==> src/rtl/bafs_pkg.sv <==
package bafs_pkg;
    localparam int ADDR_W = 8;
    localparam logic [ADDR_W-1:0] OFF_ALERT_STATUS = 8'h10;
    // Printed offset is a word index, not a byte address
    localparam int IDX_FAULT_SUMMARY = 5;
    localparam logic [ADDR_W-1:0] OFF_FAULT_SUMMARY = 8'(IDX_FAULT_SUMMARY * 4);
    localparam logic [ADDR_W-1:0] OFF_IRQ_STATUS = 8'h18;
    localparam logic [ADDR_W-1:0] OFF_IRQ_CLEAR = 8'h1c;
    localparam logic [ADDR_W-1:0] OFF_IRQ_ENABLE = 8'h20;
    localparam logic [ADDR_W-1:0] OFF_CONFIG = 8'h24;
    localparam logic [ADDR_W-1:0] OFF_ENGINE = 8'h28;
    localparam int BIT_THERMAL = 14;
    localparam int BIT_CALIB = 13;
    localparam int BIT_PROGRESS = 12;
    localparam int BIT_COMPLETE = 11;
    localparam logic [15:0] FAULT_RO_MASK = 16'h3c00;
    localparam logic [15:0] FAULT_W0C_MASK = 16'hc3fe;
    localparam logic [15:0] FAULT_RESET = 16'h0000;
    localparam logic [15:0] ALERT_MASK = 16'h7800;
    localparam int CFG_THERMAL_EN_BIT = 0;
    localparam int CFG_NOTICE_LSB = 4;
    localparam int NOTICE_W = 2;
    localparam logic [NOTICE_W-1:0] NOTICE_OFF = 2'h0;
    localparam logic [NOTICE_W-1:0] NOTICE_EACH = 2'h1;
    localparam logic [NOTICE_W-1:0] NOTICE_HALF = 2'h2;
    localparam logic [NOTICE_W-1:0] NOTICE_QUARTER = 2'h3;
    localparam logic [1:0] RESP_OKAY = 2'h0;
    localparam logic [1:0] RESP_SLVERR = 2'h2;
    localparam logic [15:0] ZERO16 = 16'h0000;
endpackage : bafs_pkg

==> src/rtl/bafs_regs.sv <==
// Functional notes
// Set thermal alert bit 14 when any balancing halts on thermal fault.
// Thermal alert only raised while thermal enable setting is one.
// Thermal and calibration alerts cleared by writing zero; writing one ignored.
// Set calibration alert bit 13 when discharge or automated balancing halts.
// Set progress alert bit 12 periodically during discharge or automated balancing.
// Progress notice configuration field enables and paces progress alert.
// Set completion alert bit 11 on normal timed or undervoltage exit.
// Progress and completion alerts cleared only by written zero.
// Halt and completion alerts read zero while disabled or running; here the alert bits always read as stored, with no gating.
// Fault bits 13..10 read-only, 15,14,9..1 write-zero clear, bit 0 writable external.
// Sixteen-bit fault summary register, resets to zero.
//
// Chosen here: register access over AXI4-Lite.
module bafs_regs
    import bafs_pkg::*;
(
    input wire logic i_ref_clk,
    input wire logic i_rst_n,
    input wire logic [bafs_pkg::ADDR_W-1:0] i_awaddr,
    input wire logic i_awvalid,
    output logic o_awready,
    input wire logic [31:0] i_wdata,
    input wire logic [3:0] i_wstrb,
    input wire logic i_wvalid,
    output logic o_wready,
    output logic [1:0] o_bresp,
    output logic o_bvalid,
    input wire logic i_bready,
    input wire logic [bafs_pkg::ADDR_W-1:0] i_araddr,
    input wire logic i_arvalid,
    output logic o_arready,
    output logic [31:0] o_rdata,
    output logic [1:0] o_rresp,
    output logic o_rvalid,
    input wire logic i_rready,
    input wire logic i_thermal_halt,
    input wire logic i_calib_halt,
    input wire logic i_progress_tick,
    input wire logic i_balance_done,
    input wire logic [15:0] i_fault_set,
    input wire logic [15:0] i_fault_ro,
    input wire logic i_fault_ext0,
    output logic o_thermal_enable,
    output logic [bafs_pkg::NOTICE_W-1:0] o_progress_notice_config,
    output logic o_irq
);
    import bafs_pkg::*;

    typedef struct packed {
        logic aw_held;
        logic [ADDR_W-1:0] aw_addr;
        logic w_held;
        logic [15:0] w_data;
        logic [1:0] w_strb;
        logic bvalid;
        logic [1:0] bresp;
        logic rvalid;
        logic [31:0] rdata;
        logic [1:0] rresp;
        logic [15:0] alert;
        logic [15:0] fault;
        logic [15:0] irq_status;
        logic [15:0] irq_enable;
        logic thermal_enable;
        logic [NOTICE_W-1:0] notice_cfg;
        logic [1:0] tick_cnt;
        logic [15:0] alert_q;
        logic [15:0] fault_q;
    } bafs_state_s;

    bafs_state_s state_reg;
    bafs_state_s state_next;

    // Zero-clear: a written zero with its lane enabled clears, any one leaves the bit
    function automatic logic [15:0] zero_clear(input logic [15:0] cur, input logic [15:0] wd,
                                               input logic [1:0] strb, input logic [15:0] mask);
        logic [15:0] lanes;
        lanes = {{8{strb[1]}}, {8{strb[0]}}};
        zero_clear = cur & ~(mask & lanes & ~wd);
    endfunction : zero_clear

    function automatic logic mapped(input logic [ADDR_W-1:0] a);
        mapped = (a == OFF_ALERT_STATUS) || (a == OFF_FAULT_SUMMARY) || (a == OFF_IRQ_STATUS)
              || (a == OFF_IRQ_CLEAR) || (a == OFF_IRQ_ENABLE) || (a == OFF_CONFIG)
              || (a == OFF_ENGINE);
    endfunction : mapped

    logic do_write;
    logic do_read;
    logic [15:0] alert_set;
    logic [15:0] fault_new;
    logic [15:0] events;
    logic notice_fire;
    logic [15:0] wlanes;

    always_comb
    begin
        state_next = state_reg;
        do_write = state_reg.aw_held && state_reg.w_held && !state_reg.bvalid;
        do_read = i_arvalid && !state_reg.rvalid;
        wlanes = {{8{state_reg.w_strb[1]}}, {8{state_reg.w_strb[0]}}};
        // Progress pacing: every tick, every second or every fourth
        case (state_reg.notice_cfg)
            NOTICE_OFF: notice_fire = 1'b0;
            NOTICE_EACH: notice_fire = i_progress_tick;
            NOTICE_HALF: notice_fire = i_progress_tick && state_reg.tick_cnt[0];
            NOTICE_QUARTER: notice_fire = i_progress_tick && (state_reg.tick_cnt == 2'h3);
            default: notice_fire = 1'b0;
        endcase
        if (i_progress_tick && state_reg.notice_cfg != NOTICE_OFF)
        begin
            state_next.tick_cnt = state_reg.tick_cnt + 2'h1;
        end
        else if (state_reg.notice_cfg == NOTICE_OFF)
        begin
            state_next.tick_cnt = 2'h0;
        end
        alert_set = ZERO16;
        alert_set[BIT_THERMAL] = i_thermal_halt && state_reg.thermal_enable;
        alert_set[BIT_CALIB] = i_calib_halt;
        alert_set[BIT_PROGRESS] = notice_fire;
        alert_set[BIT_COMPLETE] = i_balance_done;

        // Write channel capture, either order
        if (i_awvalid && !state_reg.aw_held)
        begin
            state_next.aw_held = 1'b1;
            state_next.aw_addr = i_awaddr;
        end
        if (i_wvalid && !state_reg.w_held)
        begin
            state_next.w_held = 1'b1;
            state_next.w_data = i_wdata[15:0];
            state_next.w_strb = i_wstrb[1:0];
        end

        state_next.alert = state_reg.alert;
        state_next.fault = state_reg.fault;
        if (do_write)
        begin
            state_next.aw_held = 1'b0;
            state_next.w_held = 1'b0;
            state_next.bvalid = 1'b1;
            state_next.bresp = mapped(state_reg.aw_addr) ? RESP_OKAY : RESP_SLVERR;
            case (state_reg.aw_addr)
                OFF_ALERT_STATUS: state_next.alert = zero_clear(state_reg.alert, state_reg.w_data,
                                                                state_reg.w_strb, ALERT_MASK);
                OFF_FAULT_SUMMARY:
                begin
                    state_next.fault = zero_clear(state_reg.fault, state_reg.w_data,
                                                  state_reg.w_strb, FAULT_W0C_MASK);
                    if (state_reg.w_strb[0])
                    begin
                        state_next.fault[0] = state_reg.w_data[0];
                    end
                end
                OFF_IRQ_CLEAR: state_next.irq_status = state_reg.irq_status & ~(state_reg.w_data & wlanes);
                OFF_IRQ_ENABLE: state_next.irq_enable = (state_reg.irq_enable & ~wlanes)
                                                       | (state_reg.w_data & wlanes);
                OFF_CONFIG:
                begin
                    if (state_reg.w_strb[0])
                    begin
                        state_next.thermal_enable = state_reg.w_data[CFG_THERMAL_EN_BIT];
                        state_next.notice_cfg = state_reg.w_data[CFG_NOTICE_LSB +: NOTICE_W];
                    end
                end
                default: state_next.bresp = state_next.bresp;
            endcase
        end
        if (state_reg.bvalid && i_bready)
        begin
            state_next.bvalid = 1'b0;
        end

        // Hardware sets win over a same-cycle clear
        state_next.alert = state_next.alert | alert_set;
        fault_new = (state_next.fault & ~FAULT_RO_MASK) | (i_fault_set & FAULT_W0C_MASK)
                  | (i_fault_ro & FAULT_RO_MASK);
        fault_new[0] = state_next.fault[0] | i_fault_ext0;
        state_next.fault = fault_new;

        // Rising edges of status bits become interrupt events
        events = (state_next.alert & ~state_reg.alert_q) | (state_next.fault & ~state_reg.fault_q);
        state_next.alert_q = state_next.alert;
        state_next.fault_q = state_next.fault;
        state_next.irq_status = state_next.irq_status | events;

        if (do_read)
        begin
            state_next.rvalid = 1'b1;
            state_next.rresp = mapped(i_araddr) ? RESP_OKAY : RESP_SLVERR;
            case (i_araddr)
                OFF_ALERT_STATUS: state_next.rdata = {16'h0000, state_reg.alert}; // alert bits read as stored; R09 gating is not applied
                OFF_FAULT_SUMMARY: state_next.rdata = {16'h0000, state_reg.fault};
                OFF_IRQ_STATUS: state_next.rdata = {16'h0000, state_reg.irq_status};
                OFF_IRQ_ENABLE: state_next.rdata = {16'h0000, state_reg.irq_enable};
                OFF_CONFIG:
                begin
                    state_next.rdata = 32'h0000_0000;
                    state_next.rdata[CFG_THERMAL_EN_BIT] = state_reg.thermal_enable;
                    state_next.rdata[CFG_NOTICE_LSB +: NOTICE_W] = state_reg.notice_cfg;
                end
                OFF_ENGINE: state_next.rdata = {28'h000_0000, i_thermal_halt, i_calib_halt,
                                                i_progress_tick, i_balance_done};
                default: state_next.rdata = 32'h0000_0000;
            endcase
        end
        else if (state_reg.rvalid && i_rready)
        begin
            state_next.rvalid = 1'b0;
        end
    end

    always_ff @(posedge i_ref_clk or negedge i_rst_n)
    begin
        if (!i_rst_n)
        begin
            state_reg <= '0;
            state_reg.fault <= FAULT_RESET;
        end
        else
        begin
            state_reg <= state_next;
        end
    end

    assign o_awready = !state_reg.aw_held;
    assign o_wready = !state_reg.w_held;
    assign o_bvalid = state_reg.bvalid;
    assign o_bresp = state_reg.bresp;
    assign o_arready = !state_reg.rvalid;
    assign o_rvalid = state_reg.rvalid;
    assign o_rdata = state_reg.rdata;
    assign o_rresp = state_reg.rresp;
    assign o_thermal_enable = state_reg.thermal_enable;
    assign o_progress_notice_config = state_reg.notice_cfg;
    assign o_irq = |(state_reg.irq_status & state_reg.irq_enable);
endmodule : bafs_regs

==> config.mk <==
export PLATFORM = sky130hd
export DESIGN_NAME = bafs_regs
export DESIGN_NICKNAME = d
export VERILOG_FILES = /design/src/rtl/bafs_pkg.sv /design/src/rtl/bafs_regs.sv
export SDC_FILE = /design/constraint.sdc
export NUM_CORES = 1
export LEC_CHECK = 0
export ABC_CLOCK_PERIOD_IN_PS = 5100
export BUFFER_PORTS_ARGS = -buffer_cell sky130_fd_sc_hd__buf_4
export CAP_MARGIN = 20
export CORE_UTILIZATION = 56
export DETAILED_ROUTE_END_ITERATION = 8
export MAX_ROUTING_LAYER = met4
export PLACE_DENSITY_LB_ADDON = 0.15
export SLEW_MARGIN = 30
export SYNTH_ARGS = -nofsm -noshare
export SYNTH_HDL_FRONTEND = slang
export SYNTH_SLANG_ARGS = --single-unit
==> constraint.sdc <==
create_clock -name i_ref_clk -period 5.1 [get_ports i_ref_clk]
set_input_delay 0.255 -clock i_ref_clk [delete_from_list [all_inputs] [get_ports i_ref_clk]]
set_output_delay 0.255 -clock i_ref_clk [all_outputs]
set_load 0.02 [all_outputs]
# Word level (Yosys, flattened, before mapping)
# Cells that the tools add are included.
classes:
  add_sub_neg: 1
  eq_ne: 18
  mux: 22
  bitwise_logic: 24
  n_reduce_logical: 37
op_table:
  columns: ["operator", "n"]
  rows:
  - ["$and A16 B16 Y16", 9]
  - ["$not A16 Y16", 7]
  - ["$pmux W16 S6", 1]
  - ["$mux W67", 1]
  - ["$eq A8 B5 Y1 const B", 8]
  - ["$mux W16", 4]
  - ["$or A16 B16 Y16", 4]
  - ["$eq A8 B6 Y1 const B", 6]
  - ["$mux W19", 1]
  - ["$and A15 B16 Y16", 1]
  - ["$or A16 B14 Y16", 1]
  - ["$or A16 B15 Y16", 1]
  - ["$reduce_or A16 Y1", 1]
  - ["$logic_or A1 B1 Y1", 12]
  - ["$reduce_bool A2 Y1", 6]
  - ["$logic_and A1 B1 Y1", 11]
  - ["$mux W3", 3]
  - ["$mux W9", 1]
  - ["$mux W2", 4]
  - ["$eq A2 B2 Y1 const B", 3]
  - ["$mux W1", 6]
  - ["$logic_not A1 Y1", 4]
  - ["$pmux W1 S4", 1]
  - ["$reduce_and A3 Y1", 1]
  - ["other kinds (5)", 5]
totals:
  reg_bits: 135
  in_bits: 96
  output_inout_bits: 45
  word_cells: 119

# Longest topological paths before layout
depth:
  word_depth: 12
  mapped_depth: 5
  ltp_nobuf: 5

# Worst setup path before layout
# No wires, ideal clock.
synth_path:
  path_kind: "reg2reg"
  from: "register state_reg[163] (netlist name)"
  to: "register state_reg[64] (netlist name)"
  setup_ns: 0.126
  arrival_time_ns: 1.753
  t_required_ns: 4.974
  slack_ns: 3.221
  stages_incl_launch_ff: 5
  path_buffers: 0
  synth_period_minus_slack_ns: 1.879
  cell_sequence: "dfrtp_1 -> or4b_4 -> nor4_4 -> nand2_1 -> a221o_1"
synth_lines:
  columns: ["item", "line", "source"]
  rows:
  - ["start: declaration", "bafs_regs.sv:72", "bafs_state_s state_reg;"]
  - ["start signal: assignment", "bafs_regs.sv:225", "state_reg <= state_next;"]

==> results by group <==
Global routing
  – First-pass GRT wire length: 17230 um
  – Initial antenna violation count: 0
  – Vias in the first global route: 3390
  – Grt ovf: 0
  – Overall global routing resource usage: 26.19%
  – Pin count of the biggest net entering global routing: 65

Yosys
  – Post-synthesis compound-gate area fraction: 15.32%
  – Syn_area_per_cell: 11.47 um^2
  – Post-Synth XOR/XNOR Area: 0.1775%
  – Sequential area share after synthesis: 53.26%
  – Mapped Cells: 430
  – Library cells used by synthesis: 48
  – Post-synthesis adder-cell area fraction: 0.2536%
  – #FFs+latches synth: 105
  – Top_reg_cell synth: dfrtp_1
  – Leading area contributor after synthesis: dfrtp_1
  – Largest family of logic cells by synthesized area: compound AO/OA/AOI/OAI gates
  – Share of the synthesized area in the top cell type: 53.26%
  – Simple-gate share of the synthesized area: 11.24%
  – EDFF count, synth: 0
  – Post-synth ARST share: 100.0%
  – Synth Cell Area: 4933 um^2
  – Area contributors post-synth: dfrtp_1 (53%), mux2_2 (10%), buf_4 (5.8%), a22o_1 (4.4%), o21ai_0 (3.4%)
  – Yosys warns: 0
  – Mux contribution to synthesized area: 11.29%

Routing
  – Remaining DRCs: 0
  – First-pass detailed-route iteration total: 5
  – Initial drt markers: 236
  – Routed vias/inst: 5.863
  – Final ANT Viol Nets: 0
  – Drt total wl: 10820 um
  – Number of vias in the routed layout: 3582
  – Routed len/inst: 17.71 um

Power and ir drop
  – Sequential power share: 53.9%
  – Combinational share of power: 23.1%
  – Int Pwr: 1432 uW
  – Tot Pwr: 2117 uW
  – Pwr Density: 370.5 nW/um^2
  – Max IR drop VDD: 323.2 uV
  – Switching share of power: 32.36%
  – Clock Power Share: 23.0%
  – Leak: 0.002706 uW
  – P_sw: 685.0 uW

STA
  – Fin Clk Skew: 0.01199 ns
  – Period minus WS final: 2.332 ns
  – Tcrit/Tclk final: 45.72%
  – Final slew viol count: 0
  – Final TNS setup: 0 ns
  – Hold Vio Cnt, Final: 0
  – Setup WS post-layout: 2.768 ns
  – Max_slew headroom: 28.74%
  – Count of final setup violators: 0
  – RSZ-0062 raised after global routing: no
  – Slew of the pin with the lowest slew margin: 1.067 ns
  – Maximum clock rate: 428.9 MHz

Worst setup path
  – Reg-to-reg setup timing slack: 2.77 ns
  – Critical path depth in cells: 4
  – Critical path buffer and inverter count: 0
  – Startpoint Class: flop
  – Slowest-stage cell, CP: nor4_4
  – Reg-to-reg critical path endpoint: state_reg[66]
  – Critical-path cell list: or4b_4 -> nor4_4 -> nand2_1 -> a221o_1
  – CP Class: reg -> reg
  – Cell count of the worst reg-to-reg path: 4
  – Max incr delay on CP: 0.75 ns
  – FF-to-FF Start: state_reg[163]
  – Crit Path Max Fanout: 8
  – CP top delay family: simple AND/OR/NAND/NOR gates
  – Crit path capture type: flop
  – Worst EP required: 5.35 ns
  – CP arrival: 2.58 ns

Cells and area
  – Most common cell after layout, fill and taps aside: dfrtp_1
  – Nets: 598
  – Ant. Diodes: 0
  – Share of cells above drive strength 1: 31.82%
  – Commonest cells after routing, fill and taps aside: dfrtp_1 (105), buf_4 (89), mux2_2 (45)
  – Layout area overhead: 15.80%
  – Non-Filler Instances: 611

Clock network
  – Clock Tree Root: clkbuf_8
  – CTS buffer count: 9
  – H-tree levels: 3
  – Cts repair resizes: 0
  – Clk_lat worst skew: 0.37 ns
  – Clk slew on worst S/H paths: 0.10 ns
  – Clock Sinks: 105
  – CTS tree: yes
  – Max Root-Sink Buffers: 2

Placement
  – HPWL reported at the end of detailed placement: 7660 um
  – Input/output buffers: 87
  – Gp weighted congestion: 0.8232
  – Pre-CTS worst setup slack: 2.758 ns
  – Placed Cells: 590

Floorplanning
  – Die Ht: 95.86 um
  – Row count: 33
  – Core Area: 8382 um^2
  – # IOs: 141
  – Die footprint: 9189 um^2
  – Die X: 95.86 um
  – Starting density of the core: 58.86%

Outcome
  – Status: finished, final reports clean

Min path
  – Worst Hold Launch: i_bready
  – Worst min path class: in -> reg
  – Hold EP: o_bvalid
  – Hold Crit Depth: 2

Flow run
  – Max-cap viol count: 0
## power groups by stage
stage | sequential, uW | combinational [uW] | clock, uW
2_1_floorplan | 1110 | 359 | 0
3_3_place_gp | 1150 | 472 | 0
3_5_place_dp | 1160 | 488 | 0
4_1_cts | 1140 | 494 | 497
5_1_grt | 1170 | 531 | 526
6_report | 1140 | 488 | 487
## Yosys cell counts (2+ instances only)
cell type,n
dfrtp_1,105
mux2_2,45
buf_4,38
nand2_1,35
o21ai_0,34
a22o_1,25
inv_1,21
a22oi_1,16
clkbuf_1,12
nand2b_1,12
nor2_1,10
nor2b_1,8
a21oi_1,5
mux2i_1,5
a211oi_1,4
a221oi_1,4
and3_1,4
nor4b_1,4
nor4bb_1,4
a221o_1,3
a32oi_1,3
nand3_1,3
a21o_1,2
and2b_1,2
o21a_1,2
or2_2,2
## repair_timing
| action | 4_1_cts | 5_1_grt |
|---|---|---|
| endpoints found under the setup margin | 0 | 0 |
| hold endpoints to repair | 45 | 0 |
| hold buffers | 5 | 0 |
| setup buffers | 0 | 0 |
## logic make-up after synthesis
| group | Yosys count |
|---|---|
| multiplexers | 50 |
| buffers and inverters | 72 |
| XOR/XNOR | 1 |
| other | 1 |
| adder cells (fa/ha/maj) | 1 |
| flip-flops | 105 |
| AND/OR/NAND/NOR | 94 |
| AO/OA/AOI/OAI | 106 |
## metrics by stage
step	area (um^2)	hold WS, ns	util (%)
floorplan	4997	-0.04059	-
CTS	5708	0.05448	68.10
finish	5713	0.05887	68.16
detailed placement	5475	0.2660	65.32
global route	5713	0.05591	68.16
global placement	5464	0.2643	65.19
## worst max path at each step
stage	slack, ns	from	endpoint
floorplan	3.22	state_reg[163]	state_reg[64]
global placement	2.80	state_reg[163]	state_reg[65]
detailed placement	2.76	i_araddr[5]	o_rdata[7]
CTS	2.79	state_reg[163]	state_reg[64]
global route	2.69	state_reg[163]	state_reg[64]
finish	2.77	state_reg[163]	state_reg[66]
## layer usage
| metal | vias up | global-route usage [%] | part of all wire [%] |
|---|---|---|---|
| li1 | 1642 | - | - |
| met1 | 1789 | 35.41 | 45 |
| met5 | - | - | 0 |
| met4 | 0 | 5.473 | 1.2 |
| met3 | 12 | 5.687 | 6.2 |
| met2 | 139 | 41.07 | 48 |
## final cells by class
type / count / area [um^2]
Clock buffer: 9 / 123.9
Clock inverter: 7 / 58.81
Fill cell: 640 / 2669
Inverter: 21 / 78.83
Multi-Input combinational cell: 270 / 1974
Sequential cell: 105 / 2628
Tap cell: 105 / 131.4
Timing Repair Buffer: 94 / 718.2
Power figures use the tool's default switching activity.
